## config.mk

```make
export PLATFORM = sky130hd
export DESIGN_NAME = tws_slave
export DESIGN_NICKNAME = d
export VERILOG_FILES = /design/src/tws_pkg.sv /design/src/tws_slave.sv
export SDC_FILE = /design/constraint.sdc
export NUM_CORES = 1
export LEC_CHECK = 0
export ABC_AREA = 1
export BUFFER_PORTS_ARGS = -buffer_cell sky130_fd_sc_hd__buf_2
export CAP_MARGIN = 20
export CORE_MARGIN = 5
export CORE_UTILIZATION = 53
export DETAILED_ROUTE_END_ITERATION = 10
export PLACE_DENSITY = 0.89
export SLEW_MARGIN = 20
export SYNTH_ARGS = -nofsm -noshare
export SYNTH_HDL_FRONTEND = slang
export SYNTH_SLANG_ARGS = --single-unit
export TNS_END_PERCENT = 100
```

## constraint.sdc

```tcl
create_clock -name aclk -period 1.9 [get_ports aclk]
set_input_delay 0.095 -clock aclk [delete_from_list [all_inputs] [get_ports aclk]]
set_output_delay 0.095 -clock aclk [all_outputs]
set_load 0.01 [all_outputs]
```

## src/tws_pkg.sv

```systemverilog
// Constants and types for the two-wire slave port.
// Assumes a 100 MHz system clock and a 32-bit AXI4-Lite register bus.
package tws_pkg;

    // Register indices as printed; byte address is four times the index
    localparam logic [7:0] IDX_OWN = 8'h20;
    localparam logic [7:0] IDX_CTRL = 8'h21;
    localparam logic [7:0] IDX_STAT = 8'h22;
    localparam logic [7:0] IDX_DATA = 8'h23;
    localparam logic [7:0] ADDR_OWN = 8'(IDX_OWN * 4);
    localparam logic [7:0] ADDR_CTRL = 8'(IDX_CTRL * 4);
    localparam logic [7:0] ADDR_STAT = 8'(IDX_STAT * 4);
    localparam logic [7:0] ADDR_DATA = 8'(IDX_DATA * 4);

    // Register select codes
    localparam logic [1:0] SEL_OWN = 2'h0;
    localparam logic [1:0] SEL_CTRL = 2'h1;
    localparam logic [1:0] SEL_STAT = 2'h2;
    localparam logic [1:0] SEL_DATA = 2'h3;

    // bus_control fields
    localparam int CTRL_ACK_BIT = 3;
    localparam int CTRL_DIR_BIT = 4;
    localparam int CTRL_EN_BIT = 7;
    localparam logic [7:0] CTRL_MASK = 8'h98;

    // bus_status fields
    localparam int STAT_ACK_RCVD_BIT = 0;
    localparam int STAT_RW_BIT = 2;
    localparam int STAT_BUSY_BIT = 5;
    localparam int STAT_MATCH_BIT = 6;
    localparam int STAT_DONE_BIT = 7;

    // Values after reset
    localparam logic [7:0] RST_OWN = 8'h00;
    localparam logic [7:0] RST_CTRL = 8'h00;
    localparam logic [7:0] RST_DATA = 8'h00;
    localparam logic RST_ACK_RCVD = 1'b1;

    // Bits per byte on the wire
    localparam logic [3:0] BYTE_BITS = 4'h8;

    // AXI responses
    localparam logic [1:0] RESP_OKAY = 2'h0;
    localparam logic [1:0] RESP_SLVERR = 2'h2;

    typedef enum logic [2:0] {
        ST_IDLE = 3'b000,
        ST_ADDR = 3'b001,
        ST_ADDR_ACK = 3'b010,
        ST_HOLD = 3'b011,
        ST_TX_BITS = 3'b100,
        ST_TX_ACK = 3'b101,
        ST_RX_BITS = 3'b110,
        ST_RX_ACK = 3'b111
    } tws_state_t;

endpackage

```

## src/tws_slave.sv

```systemverilog
// Two-wire serial slave port with four byte registers on AXI4-Lite.
// Assumes external pull-ups on both lines and an outside bus master.
//
// Function
// - Lines driven low or released only
// - Slave only, transmit or receive mode
// - Own address from bits 7..1
// - After start, compare first seven bits
// - Eighth address bit stored as direction
// - Direction 0 receive, 1 transmit
// - Match sets matched flag and interrupt
// - Control write or mismatch clears matched
// - Complete flag low shifting, set after byte
// - Busy set on start, cleared on stop
// - Ack clears ack flag; nack ends sending
// - Ninth clock drives ack-to-send bit
// - Control bit 4 selects direction
// - Control bit 7 enables the port
// - Matched address acknowledged low at ninth clock
// - Clock held low until data access
// - Bytes shifted most significant first
//
// Decided for this implementation: the AXI4-Lite interface to the registers.
module tws_slave
    import tws_pkg::*;
#(
    parameter int ADDR_W = 8
) (
    // Clock and reset
    input wire logic aclk,
    input wire logic aresetn,
    // AXI4-Lite write address and data
    input wire logic [ADDR_W-1:0] s_axi_awaddr,
    input wire logic s_axi_awvalid,
    output logic s_axi_awready,
    input wire logic [31:0] s_axi_wdata,
    input wire logic [3:0] s_axi_wstrb,
    input wire logic s_axi_wvalid,
    output logic s_axi_wready,
    // AXI4-Lite write response
    output logic [1:0] s_axi_bresp,
    output logic s_axi_bvalid,
    input wire logic s_axi_bready,
    // AXI4-Lite read
    input wire logic [ADDR_W-1:0] s_axi_araddr,
    input wire logic s_axi_arvalid,
    output logic s_axi_arready,
    output logic [31:0] s_axi_rdata,
    output logic [1:0] s_axi_rresp,
    output logic s_axi_rvalid,
    input wire logic s_axi_rready,
    // Serial lines, open drain
    input wire logic sda_i,
    output logic sda_o,
    output logic sda_oe,
    input wire logic scl_i,
    output logic scl_o,
    output logic scl_oe,
    // Interrupt request to the CPU
    output logic bus_irq_request
);

    function automatic logic [2:0] reg_dec(input logic [ADDR_W-1:0] a);
        reg_dec = 3'h0;
        if (a == ADDR_W'(ADDR_OWN)) reg_dec = {1'b1, SEL_OWN};
        if (a == ADDR_W'(ADDR_CTRL)) reg_dec = {1'b1, SEL_CTRL};
        if (a == ADDR_W'(ADDR_STAT)) reg_dec = {1'b1, SEL_STAT};
        if (a == ADDR_W'(ADDR_DATA)) reg_dec = {1'b1, SEL_DATA};
    endfunction

    // Line synchronisers
    logic scl_m_q, scl_s_q, scl_p_q;
    logic sda_m_q, sda_s_q, sda_p_q;
    logic scl_rise, scl_fall, start_det, stop_det;

    always_ff @(posedge aclk) begin
        if (!aresetn) begin
            scl_m_q <= 1'b1;
            scl_s_q <= 1'b1;
            scl_p_q <= 1'b1;
            sda_m_q <= 1'b1;
            sda_s_q <= 1'b1;
            sda_p_q <= 1'b1;
        end else begin
            scl_m_q <= scl_i;
            scl_s_q <= scl_m_q;
            scl_p_q <= scl_s_q;
            sda_m_q <= sda_i;
            sda_s_q <= sda_m_q;
            sda_p_q <= sda_s_q;
        end
    end

    always_comb begin
        scl_rise = scl_s_q & ~scl_p_q;
        scl_fall = ~scl_s_q & scl_p_q;
        start_det = scl_s_q & scl_p_q & sda_p_q & ~sda_s_q;
        stop_det = scl_s_q & scl_p_q & ~sda_p_q & sda_s_q;
    end

    // Register bus state
    logic awready_q, awready_d, wready_q, wready_d;
    logic aw_have_q, aw_have_d, w_have_q, w_have_d;
    logic [ADDR_W-1:0] awaddr_q, awaddr_d;
    logic [31:0] wdata_q, wdata_d;
    logic [3:0] wstrb_q, wstrb_d;
    logic bvalid_q, bvalid_d, arready_q, arready_d, rvalid_q, rvalid_d;
    logic [1:0] bresp_q, bresp_d, rresp_q, rresp_d;
    logic [31:0] rdata_q, rdata_d;
    logic [7:0] own_q, own_d, ctrl_q, ctrl_d;
    logic wr_fire, rd_fire;
    logic [2:0] wr_dec, rd_dec;

    // Serial engine state
    tws_state_t state_q, state_d;
    logic [3:0] cnt_q, cnt_d;
    logic [7:0] shift_q, shift_d, data_q, data_d;
    logic sda_oe_q, sda_oe_d, scl_oe_q, scl_oe_d;
    logic done_q, done_d, matched_q, matched_d, rw_q, rw_d;
    logic ack_rcvd_q, ack_rcvd_d, busy_q, busy_d, irq_q, irq_d;
    logic [7:0] status;

    always_comb begin
        aw_have_d = aw_have_q;
        w_have_d = w_have_q;
        awaddr_d = awaddr_q;
        wdata_d = wdata_q;
        wstrb_d = wstrb_q;
        bvalid_d = bvalid_q;
        bresp_d = bresp_q;
        rvalid_d = rvalid_q;
        rresp_d = rresp_q;
        rdata_d = rdata_q;
        own_d = own_q;
        ctrl_d = ctrl_q;
        status = 8'h00;
        status[STAT_ACK_RCVD_BIT] = ack_rcvd_q;
        status[STAT_RW_BIT] = rw_q;
        status[STAT_BUSY_BIT] = busy_q;
        status[STAT_MATCH_BIT] = matched_q;
        status[STAT_DONE_BIT] = done_q;
        if (s_axi_awvalid && awready_q) begin
            aw_have_d = 1'b1;
            awaddr_d = s_axi_awaddr;
        end
        if (s_axi_wvalid && wready_q) begin
            w_have_d = 1'b1;
            wdata_d = s_axi_wdata;
            wstrb_d = s_axi_wstrb;
        end
        // Write acts once both halves are held
        wr_fire = aw_have_q && w_have_q && !bvalid_q;
        wr_dec = reg_dec(awaddr_q);
        if (wr_fire) begin
            aw_have_d = 1'b0;
            w_have_d = 1'b0;
            bvalid_d = 1'b1;
            bresp_d = wr_dec[2] ? RESP_OKAY : RESP_SLVERR;
            if (wr_dec[2] && wstrb_q[0]) begin
                if (wr_dec[1:0] == SEL_OWN) own_d = wdata_q[7:0];
                if (wr_dec[1:0] == SEL_CTRL) ctrl_d = wdata_q[7:0] & CTRL_MASK;
            end
        end
        if (bvalid_q && s_axi_bready) begin
            bvalid_d = 1'b0;
        end
        awready_d = !aw_have_d && !bvalid_d;
        wready_d = !w_have_d && !bvalid_d;
        rd_fire = s_axi_arvalid && arready_q;
        rd_dec = reg_dec(s_axi_araddr);
        if (rd_fire) begin
            rvalid_d = 1'b1;
            rresp_d = rd_dec[2] ? RESP_OKAY : RESP_SLVERR;
            rdata_d = 32'h0;
            if (rd_dec[2]) begin
                case (rd_dec[1:0])
                    SEL_OWN: rdata_d[7:0] = own_q;
                    SEL_CTRL: rdata_d[7:0] = ctrl_q;
                    SEL_STAT: rdata_d[7:0] = status;
                    default: rdata_d[7:0] = data_q;
                endcase
            end
        end else if (rvalid_q && s_axi_rready) begin
            rvalid_d = 1'b0;
        end
        arready_d = !rvalid_d;
    end

    always_ff @(posedge aclk) begin
        if (!aresetn) begin
            awready_q <= 1'b0;
            wready_q <= 1'b0;
            aw_have_q <= 1'b0;
            w_have_q <= 1'b0;
            awaddr_q <= '0;
            wdata_q <= 32'h0;
            wstrb_q <= 4'h0;
            bvalid_q <= 1'b0;
            bresp_q <= RESP_OKAY;
            arready_q <= 1'b0;
            rvalid_q <= 1'b0;
            rresp_q <= RESP_OKAY;
            rdata_q <= 32'h0;
            own_q <= RST_OWN;
            ctrl_q <= RST_CTRL;
        end else begin
            awready_q <= awready_d;
            wready_q <= wready_d;
            aw_have_q <= aw_have_d;
            w_have_q <= w_have_d;
            awaddr_q <= awaddr_d;
            wdata_q <= wdata_d;
            wstrb_q <= wstrb_d;
            bvalid_q <= bvalid_d;
            bresp_q <= bresp_d;
            arready_q <= arready_d;
            rvalid_q <= rvalid_d;
            rresp_q <= rresp_d;
            rdata_q <= rdata_d;
            own_q <= own_d;
            ctrl_q <= ctrl_d;
        end
    end

    // Serial engine
    always_comb begin
        state_d = state_q;
        cnt_d = cnt_q;
        shift_d = shift_q;
        data_d = data_q;
        sda_oe_d = sda_oe_q;
        done_d = done_q;
        matched_d = matched_q;
        rw_d = rw_q;
        ack_rcvd_d = ack_rcvd_q;
        busy_d = busy_q;
        irq_d = 1'b0;
        if (wr_fire && wr_dec == {1'b1, SEL_DATA} && wstrb_q[0]) begin
            data_d = wdata_q[7:0];
        end
        if (wr_fire && wr_dec == {1'b1, SEL_CTRL}) matched_d = 1'b0;
        if (start_det) busy_d = 1'b1;
        else if (stop_det) busy_d = 1'b0;
        case (state_q)
            ST_IDLE: begin
            end
            ST_ADDR: begin
                if (scl_rise) begin
                    shift_d = {shift_q[6:0], sda_s_q};
                    cnt_d = cnt_q + 4'h1;
                end else if (scl_fall && cnt_q == BYTE_BITS) begin
                    if (shift_q[7:1] == own_q[7:1]) begin
                        matched_d = 1'b1;
                        rw_d = shift_q[0];
                        irq_d = 1'b1;
                        sda_oe_d = 1'b1;
                        state_d = ST_ADDR_ACK;
                    end else begin
                        matched_d = 1'b0;
                        state_d = ST_IDLE;
                    end
                end
            end
            ST_ADDR_ACK: begin
                if (scl_fall) begin
                    sda_oe_d = 1'b0;
                    state_d = ST_HOLD;
                end
            end
            ST_HOLD: begin
                if (ctrl_q[CTRL_DIR_BIT] && wr_fire &&
                    wr_dec == {1'b1, SEL_DATA}) begin
                    shift_d = wdata_q[7:0];
                    sda_oe_d = ~wdata_q[7];
                    cnt_d = 4'h1;
                    done_d = 1'b0;
                    state_d = ST_TX_BITS;
                end else if (!ctrl_q[CTRL_DIR_BIT] && rd_fire &&
                    rd_dec == {1'b1, SEL_DATA}) begin
                    cnt_d = 4'h0;
                    done_d = 1'b0;
                    state_d = ST_RX_BITS;
                end
            end
            ST_TX_BITS: begin
                // next bit after each falling clock
                if (scl_fall) begin
                    if (cnt_q == BYTE_BITS) begin
                        sda_oe_d = 1'b0;
                        state_d = ST_TX_ACK;
                    end else begin
                        shift_d = {shift_q[6:0], 1'b0};
                        sda_oe_d = ~shift_q[6];
                        cnt_d = cnt_q + 4'h1;
                    end
                end
            end
            ST_TX_ACK: begin
                if (scl_rise) begin
                    ack_rcvd_d = sda_s_q;
                end else if (scl_fall) begin
                    done_d = 1'b1;
                    irq_d = 1'b1;
                    state_d = ack_rcvd_q ? ST_IDLE : ST_HOLD;
                end
            end
            ST_RX_BITS: begin
                if (scl_rise) begin
                    shift_d = {shift_q[6:0], sda_s_q};
                    cnt_d = cnt_q + 4'h1;
                end else if (scl_fall && cnt_q == BYTE_BITS) begin
                    data_d = shift_q;
                    sda_oe_d = ~ctrl_q[CTRL_ACK_BIT];
                    state_d = ST_RX_ACK;
                end
            end
            ST_RX_ACK: begin
                if (scl_fall) begin
                    sda_oe_d = 1'b0;
                    done_d = 1'b1;
                    irq_d = 1'b1;
                    state_d = ctrl_q[CTRL_ACK_BIT] ? ST_IDLE : ST_HOLD;
                end
            end
            default: begin
                state_d = ST_IDLE;
            end
        endcase
        if (start_det) begin
            state_d = ST_ADDR;
            cnt_d = 4'h0;
            sda_oe_d = 1'b0;
        end else if (stop_det) begin
            state_d = ST_IDLE;
            sda_oe_d = 1'b0;
        end
        if (!ctrl_q[CTRL_EN_BIT]) begin
            state_d = ST_IDLE;
            sda_oe_d = 1'b0;
        end
        scl_oe_d = (state_d == ST_HOLD);
    end

    always_ff @(posedge aclk) begin
        if (!aresetn) begin
            state_q <= ST_IDLE;
            cnt_q <= 4'h0;
            shift_q <= 8'h00;
            data_q <= RST_DATA;
            sda_oe_q <= 1'b0;
            scl_oe_q <= 1'b0;
            done_q <= 1'b0;
            matched_q <= 1'b0;
            rw_q <= 1'b0;
            ack_rcvd_q <= RST_ACK_RCVD;
            busy_q <= 1'b0;
            irq_q <= 1'b0;
        end else begin
            state_q <= state_d;
            cnt_q <= cnt_d;
            shift_q <= shift_d;
            data_q <= data_d;
            sda_oe_q <= sda_oe_d;
            scl_oe_q <= scl_oe_d;
            done_q <= done_d;
            matched_q <= matched_d;
            rw_q <= rw_d;
            ack_rcvd_q <= ack_rcvd_d;
            busy_q <= busy_d;
            irq_q <= irq_d;
        end
    end

    assign s_axi_awready = awready_q;
    assign s_axi_wready = wready_q;
    assign s_axi_bvalid = bvalid_q;
    assign s_axi_bresp = bresp_q;
    assign s_axi_arready = arready_q;
    assign s_axi_rvalid = rvalid_q;
    assign s_axi_rresp = rresp_q;
    assign s_axi_rdata = rdata_q;
    assign sda_o = 1'b0;
    assign scl_o = 1'b0;
    assign sda_oe = sda_oe_q;
    assign scl_oe = scl_oe_q;
    assign bus_irq_request = irq_q;
endmodule

```

==> results.py, run 1 <==
metrics = {
    "cells_and_area": {
        "area_growth_syn_to_layout_pct": 15.0,
        "layout-drive-gt1-share": 0.153,
        "finalNetCount": 706,
        "antenna_cells": 0,
    },
    "clock_network": {
        "htreeDepth": 3,
        "clk_pin_slew_ps": 80,
        "cts_tree": "yes",
        "clock_latency_ps": 350,
        "clk_path_buf_depth": 2,
        "numCtsBuffers": 9,
        "clockRootBuffer": "clkbuf_8",
        "cts_sinks": 82,
    },
    "yosys": {
        "synth.avg_cell_area_sq_um": 6.90,
        "ys_top_cells_by_area": "dfxtp_1 41%, nand2_1 11%, o21ai_0 8.6%, nor2_1 6.2%, inv_1 6.1%",
        "syn_inst": 581,
        "synthTopCellsByCount": "119 x nand2_1, 82 x dfxtp_1, 69 x o21ai_0, 66 x nor2_1, 65 x inv_1",
        "synth_ff_type": "dfxtp_1",
        "yosysWarnings": 0,
        "yosys.area_share.simple": 0.259,
        "ys_seq_area_frac": 0.409,
        "async_flop_share": 0,
        "synth_enable_flop_cells": 0,
        "yosysTopAreaCellShare": 0.409,
        "synth.distinct_cells": 34,
        "synth_top_family_by_area": "simple AND/OR/NAND/NOR gates",
        "synth_mux_area_frac": 0,
        "synth_most_common_cell": "nand2_1",
        "syn-cell-area_sq_um": 4010,
        "synth-seq-cells": 82,
        "synth_compound_area_frac": 0.179,
        "yosysTopAreaCell": "dfxtp_1",
        "synth-adder-area-share": 0.00624,
        "synth_xor_area_frac": 0.0109,
    },
    "placement": {
        "port_buffers": 51,
        "place.gp.congestion": 0.916,
        "hpwl_um": 7090,
    },
    "sta": {
        "setup_violations": 0,
        "holdWs_ps": 15.8,
        "final-hold-violation-count": 0,
        "worst_pin_slew_ps": 520,
        "skew_ps": 7.51,
        "slew_violations": 0,
        "period_minus_slack_ps": 1700,
        "fin_tns_setup_ps": 0,
        "fin_crit_sh": 0.893,
        "max_slew_margin": 0.652,
        "fmax_ghz": 0.589,
        "rsz0062_at_grt": "no",
    },
    "pwr": {
        "vdd_drop_max_mv": 0.658,
        "power_frac_clock": 0.427,
        "seq_power_share": 0.501,
        "power_frac_comb": 0.073,
        "p_sw_frac": 0.234,
        "p_int_w": 0.00273,
        "p_leak_nw": 2.14,
        "powerDensity_nw_per_um2": 774,
        "p_sw_w": 0.000837,
    },
    "hold_path": {
        "hp-class": "in -> reg",
        "hold_depth": 3,
    },
    "routing": {
        "post_drt_via_cell_ratio": 5.20,
        "drc": 0,
        "wl_um": 9570,
        "vias": 3884,
        "drt_iter0_drc": 296,
        "dr.pass1.iters": 8,
        "wl_per_cell_um": 12.8,
        "antenna_left": 0,
    },
    "floorplanning": {
        "die-area_sq_um": 9410,
        "initial_utilization": 0.550,
        "rows": 31,
        "core_area_sq_um": 7290,
        "ios": 107,
        "die_w_um": 97.0,
        "die_h_um": 97.0,
    },
    "job": {
        "maxCapViolCount": 0,
    },
    "global_routing": {
        "overflow": 0,
        "grt_pass1_vias": 3579,
        "grt_max_degree": 54,
        "antenna_found_initial": 0,
        "track_usage": 0.202,
        "grt_pass1_wl_um": 16000,
    },
    "setup_path": {
        "end_kind": "register",
        "start_kind": "register",
        "worstSetupPathType": "reg -> reg",
        "cp_max_fo": 9,
        "cp.arrival_ps": 1940,
        "rr_worst_depth": 10,
        "required_ps": 2140,
    },
    "status": {
        "status": "completed",
    },
}
==> placed cells by master (no fill, tap or decap), drive strengths merged, types with 3 or more instances in the layout <==
cell,Yosys,final
inv,68,68
o21ai,70,70
buf,31,63
or2,6,6
clkinvlp,0,3
dlygate4sd3,0,6
nor3,6,6
bufinv,0,3
nor2,68,68
xnor2,4,4
nand2,121,121
dfxtp,82,82
nand3,33,33
clkbuf,14,10
conb,1,28
nand4,7,7
o21bai,4,4
a21oi,43,43
o211ai,10,10
==> power by group through the flow <==
| stage | Clock [W] | Sequential, W | Combinational, W |
|---|---|---|---|
| after detailed placement | 0 | 0.00183 | 0.000244 |
| after global placement | 0 | 0.00183 | 0.000234 |
| after global routing | 0.00161 | 0.00179 | 0.000295 |
| after CTS | 0.00154 | 0.00179 | 0.000254 |
| after floorplan | 0 | 0.00183 | 0.000199 |
| final | 0.00152 | 0.00179 | 0.000259 |
==> metrics by stage <==
stage / area, sq um / power (W) / setup slack [ps] / util / instances
after floorplan: 4110 / 0.00203 / 371 / - / 608
final: 4610 / 0.00357 / 203 / 0.633 / 747
after global placement: 4290 / 0.00206 / 219 / 0.588 / 723
after global routing: 4610 / 0.00370 / 7.06 / 0.633 / 747
after CTS: 4590 / 0.00358 / 59.2 / 0.629 / 745
after detailed placement: 4290 / 0.00207 / 96.6 / 0.588 / 723
==> per-layer routing <==
layer  up-vias  routed length (um)  GRT usage
met1      1747                4380      0.259
met5         -                   0          0
met4         0                 195     0.0605
met2       165                4180      0.325
li1       1949                   -          -
met3        23                 810     0.0640
==> logic make-up (layout without fill, tap and decap cells) <==
family	count (synthesis)	in the layout
AO/OA/AOI/OAI	133	133
other	1	28
XOR/XNOR	5	5
flip-flops	82	82
buffers and inverters	114	154
adder cells (fa/ha/maj)	2	2
AND/OR/NAND/NOR	244	244
==> worst max-delay path: stages, from the launching register on <==
cell     delay, ps
dfxtp_1        390
inv_1           80
ha_1           210
nand2_1         70
nor2_1          50
nand2_1         80
nand2_1         80
nor3_4         170
nand2_2        160
o21ai_0        240
nor2_1          70
==> sequential cells by signal (all words and copies together) (netlist names), 3 cells and up <==
name         count
awaddr_q         8
data_q           8
own_q            8
s_axi_rdata      8
shift_q          8
wdata_q          8
cnt_q            4
ctrl_q           3
state_q          3
==> final cells by class <==
type,count,area (sq um)
Tap cell,99,124
Multi-Input combinational cell,412,1940
Clock inverter,6,114
Inverter,69,264
Fill cell,637,2680
Sequential cell,82,1640
Clock buffer,10,128
Timing Repair Buffer,69,405
==> final timing paths <==
| check | to | slack (ps) | from |
|---|---|---|---|
| min reg2reg | sda_s_q$_SDFF_PN1_ | 420 | sda_m_q$_SDFF_PN1_ |
| max reg2reg | shift_q[4]$_SDFFE_PN0P_ | 200 | cnt_q[0]$_SDFFE_PP0P_ |
| min | wdata_q[1]$_SDFFE_PN0P_ | 20 | s_axi_wdata[1] |
| max | shift_q[4]$_SDFFE_PN0P_ | 200 | cnt_q[0]$_SDFFE_PP0P_ |
==> what timing repair did <==
| item | 4_1_cts | 5_1_grt |
|---|---|---|
| endpoints found under the hold margin | 6 | 0 |
| buffers inserted | 0 | 2 |
| resized for setup | 0 | 3 |
| setup endpoints to repair | 0 | 17 |
| hold buffers | 6 | 0 |
(Power assumes the default switching activity.)
==> inputs of run 2 (changes only) <==
- CTS_BUF_LIST: unset -> sky130_fd_sc_hd__clkbuf_16
==> run 2 against run 1 <==
  * Clock skew is 1.4 ps lower
  * Via count is 0.85% higher
  * Critical path type unchanged
  * Largest power group is now the clock network
  * Clock power is 31% higher
  * Sequential share of layout area is 0.54 points lower
  * Largest cell class unchanged
  * Hold slack worse by 8.1 ps
  * Non-clock buffer count is 3 lower
  * Wire length is 2.6% higher
==> results.py, run 2 (synthesis results as in run 1) <==
metrics = {
    "floorplanning": {
        "rows": 31,
        "ios": 107,
        "core_area_sq_um": 7290,
        "die_h_um": 97.0,
        "initial_utilization": 0.550,
        "die-area_sq_um": 9410,
        "die_w_um": 97.0,
    },
    "pwr": {
        "powerDensity_nw_per_um2": 862,
        "vdd_drop_max_mv": 0.609,
        "p_sw_frac": 0.224,
        "p_sw_w": 0.000903,
        "p_int_w": 0.00314,
        "power_frac_comb": 0.063,
        "power_frac_clock": 0.494,
        "p_leak_nw": 2.18,
        "seq_power_share": 0.443,
    },
    "placement": {
        "dp_cells": 723,
        "place_ws_ps": 96.6,
        "detailed_place.area_sq_um": 4290,
        "port_buffers": 51,
        "hpwl_um": 7090,
        "place.gp.congestion": 0.916,
    },
    "sta": {
        "final-hold-violation-count": 0,
        "max_slew_margin": 0.658,
        "worst_pin_slew_ps": 512,
        "rsz0062_at_grt": "no",
        "period_minus_slack_ps": 1720,
        "fmax_ghz": 0.580,
        "fin_tns_setup_ps": 0,
        "skew_ps": 6.07,
        "slew_violations": 0,
        "fin_crit_sh": 0.908,
        "setup_violations": 0,
        "setup_ws_ps": 175,
    },
    "cells_and_area": {
        "final_cells": 744,
        "post-route-util": 0.642,
        "fill_cells": 627,
        "layout_common_cells": "118 x nand2_1, 82 x dfxtp_1, 69 x o21ai_0",
        "mostFrequentLayoutCell": "nand2_1",
        "layout-drive-gt1-share": 0.153,
        "area_growth_syn_to_layout_pct": 16.8,
        "post-route-cell-area_sq_um": 4680,
        "antenna_cells": 0,
        "finalNetCount": 703,
    },
    "routing": {
        "drt_iter0_drc": 315,
        "antenna_left": 0,
        "drc": 0,
        "post_drt_via_cell_ratio": 5.26,
        "wl_um": 9820,
        "vias": 3917,
        "dr.pass1.iters": 5,
        "wl_per_cell_um": 13.2,
    },
    "status": {
        "status": "completed",
    },
    "setup_path": {
        "start_kind": "register",
        "end_kind": "register",
        "required_ps": 2120,
        "cp_max_fo": 9,
        "worstSetupPathType": "reg -> reg",
        "cp.arrival_ps": 1950,
    },
    "job": {
        "maxCapViolCount": 0,
    },
    "global_routing": {
        "grt_pass1_wl_um": 16200,
        "overflow": 0,
        "grt_max_degree": 54,
        "track_usage": 0.206,
        "antenna_found_initial": 0,
        "grt_pass1_vias": 3556,
    },
    "clock_network": {
        "clk_path_buf_depth": 2,
        "numCtsBuffers": 9,
        "htreeDepth": 3,
        "clock_latency_ps": 340,
        "clk_pin_slew_ps": 60,
        "clockRootBuffer": "clkbuf_16",
        "cts_tree": "yes",
        "cts_sinks": 82,
    },
    "hold_path": {
        "hp-class": "in -> reg",
    },
}
run 2: repair_timing:
item | 4_1_cts | 5_1_grt
endpoints found under the setup margin | 0 | 17
resized for setup | 0 | 3
hold buffers | 2 | 1
hold endpoints to repair | 2 | 1
setup buffers | 0 | 2
run 2: per-layer routing:
metal / part of all wire / GRT usage
met2: 0.45 / 0.336
met4: 0.017 / 0.0583
met1: 0.45 / 0.260
met3: 0.085 / 0.0676
met5: 0 / 0
run 2: final timing paths:
kind	from	to	slack (ps)	cells past startpoint
worst max register to register	cnt_q[0]$_SDFFE_PP0P_	shift_q[4]$_SDFFE_PN0P_	180	10
worst min register to register	sda_m_q$_SDFF_PN1_	sda_s_q$_SDFF_PN1_	420	1
worst max-delay path	cnt_q[0]$_SDFFE_PP0P_	shift_q[4]$_SDFFE_PN0P_	180	10
worst min-delay path	s_axi_awaddr[4]	awaddr_q[4]$_SDFFE_PN0P_	8	3
run 2: critical path, cell delays in order, from the launching register on:
cell and delay [ps]:
dfxtp_1 380, inv_1 80, ha_1 210, nand2_1 70, nor2_1 50, nand2_1 80, nand2_1 80, nor3_4 180
nand2_2 170, o21ai_0 240, nor2_1 70
run 2: through the flow:
step	power (W)	hold WS (ps)
after floorplan	0.00203	202
after global placement	0.00206	286
after detailed placement	0.00207	287
after CTS	0.00404	3.75
after global routing	0.00418	44.6
final	0.00404	7.63
run 2: power groups by stage:
stage          Sequential (W)  Clock (W)  Combinational, W
5_1_grt               0.00179    0.00209          0.000290
2_1_floorplan         0.00183          0          0.000199
3_3_place_gp          0.00183          0          0.000234
6_report              0.00179    0.00199          0.000255
4_1_cts               0.00179    0.00201          0.000250
3_5_place_dp          0.00183          0          0.000244
run 2: area by class of cell:
type | count | area, sq um | area share
flip-flops and latches | 82 | 1640 | 0.350
clock buffers | 9 | 225 | 0.0481
multi-input cells | 412 | 1940 | 0.413
well taps | 99 | 124 | 0.0264
inverters | 69 | 264 | 0.0564
clock inverters | 7 | 118 | 0.0251
repair buffers | 66 | 375 | 0.0801
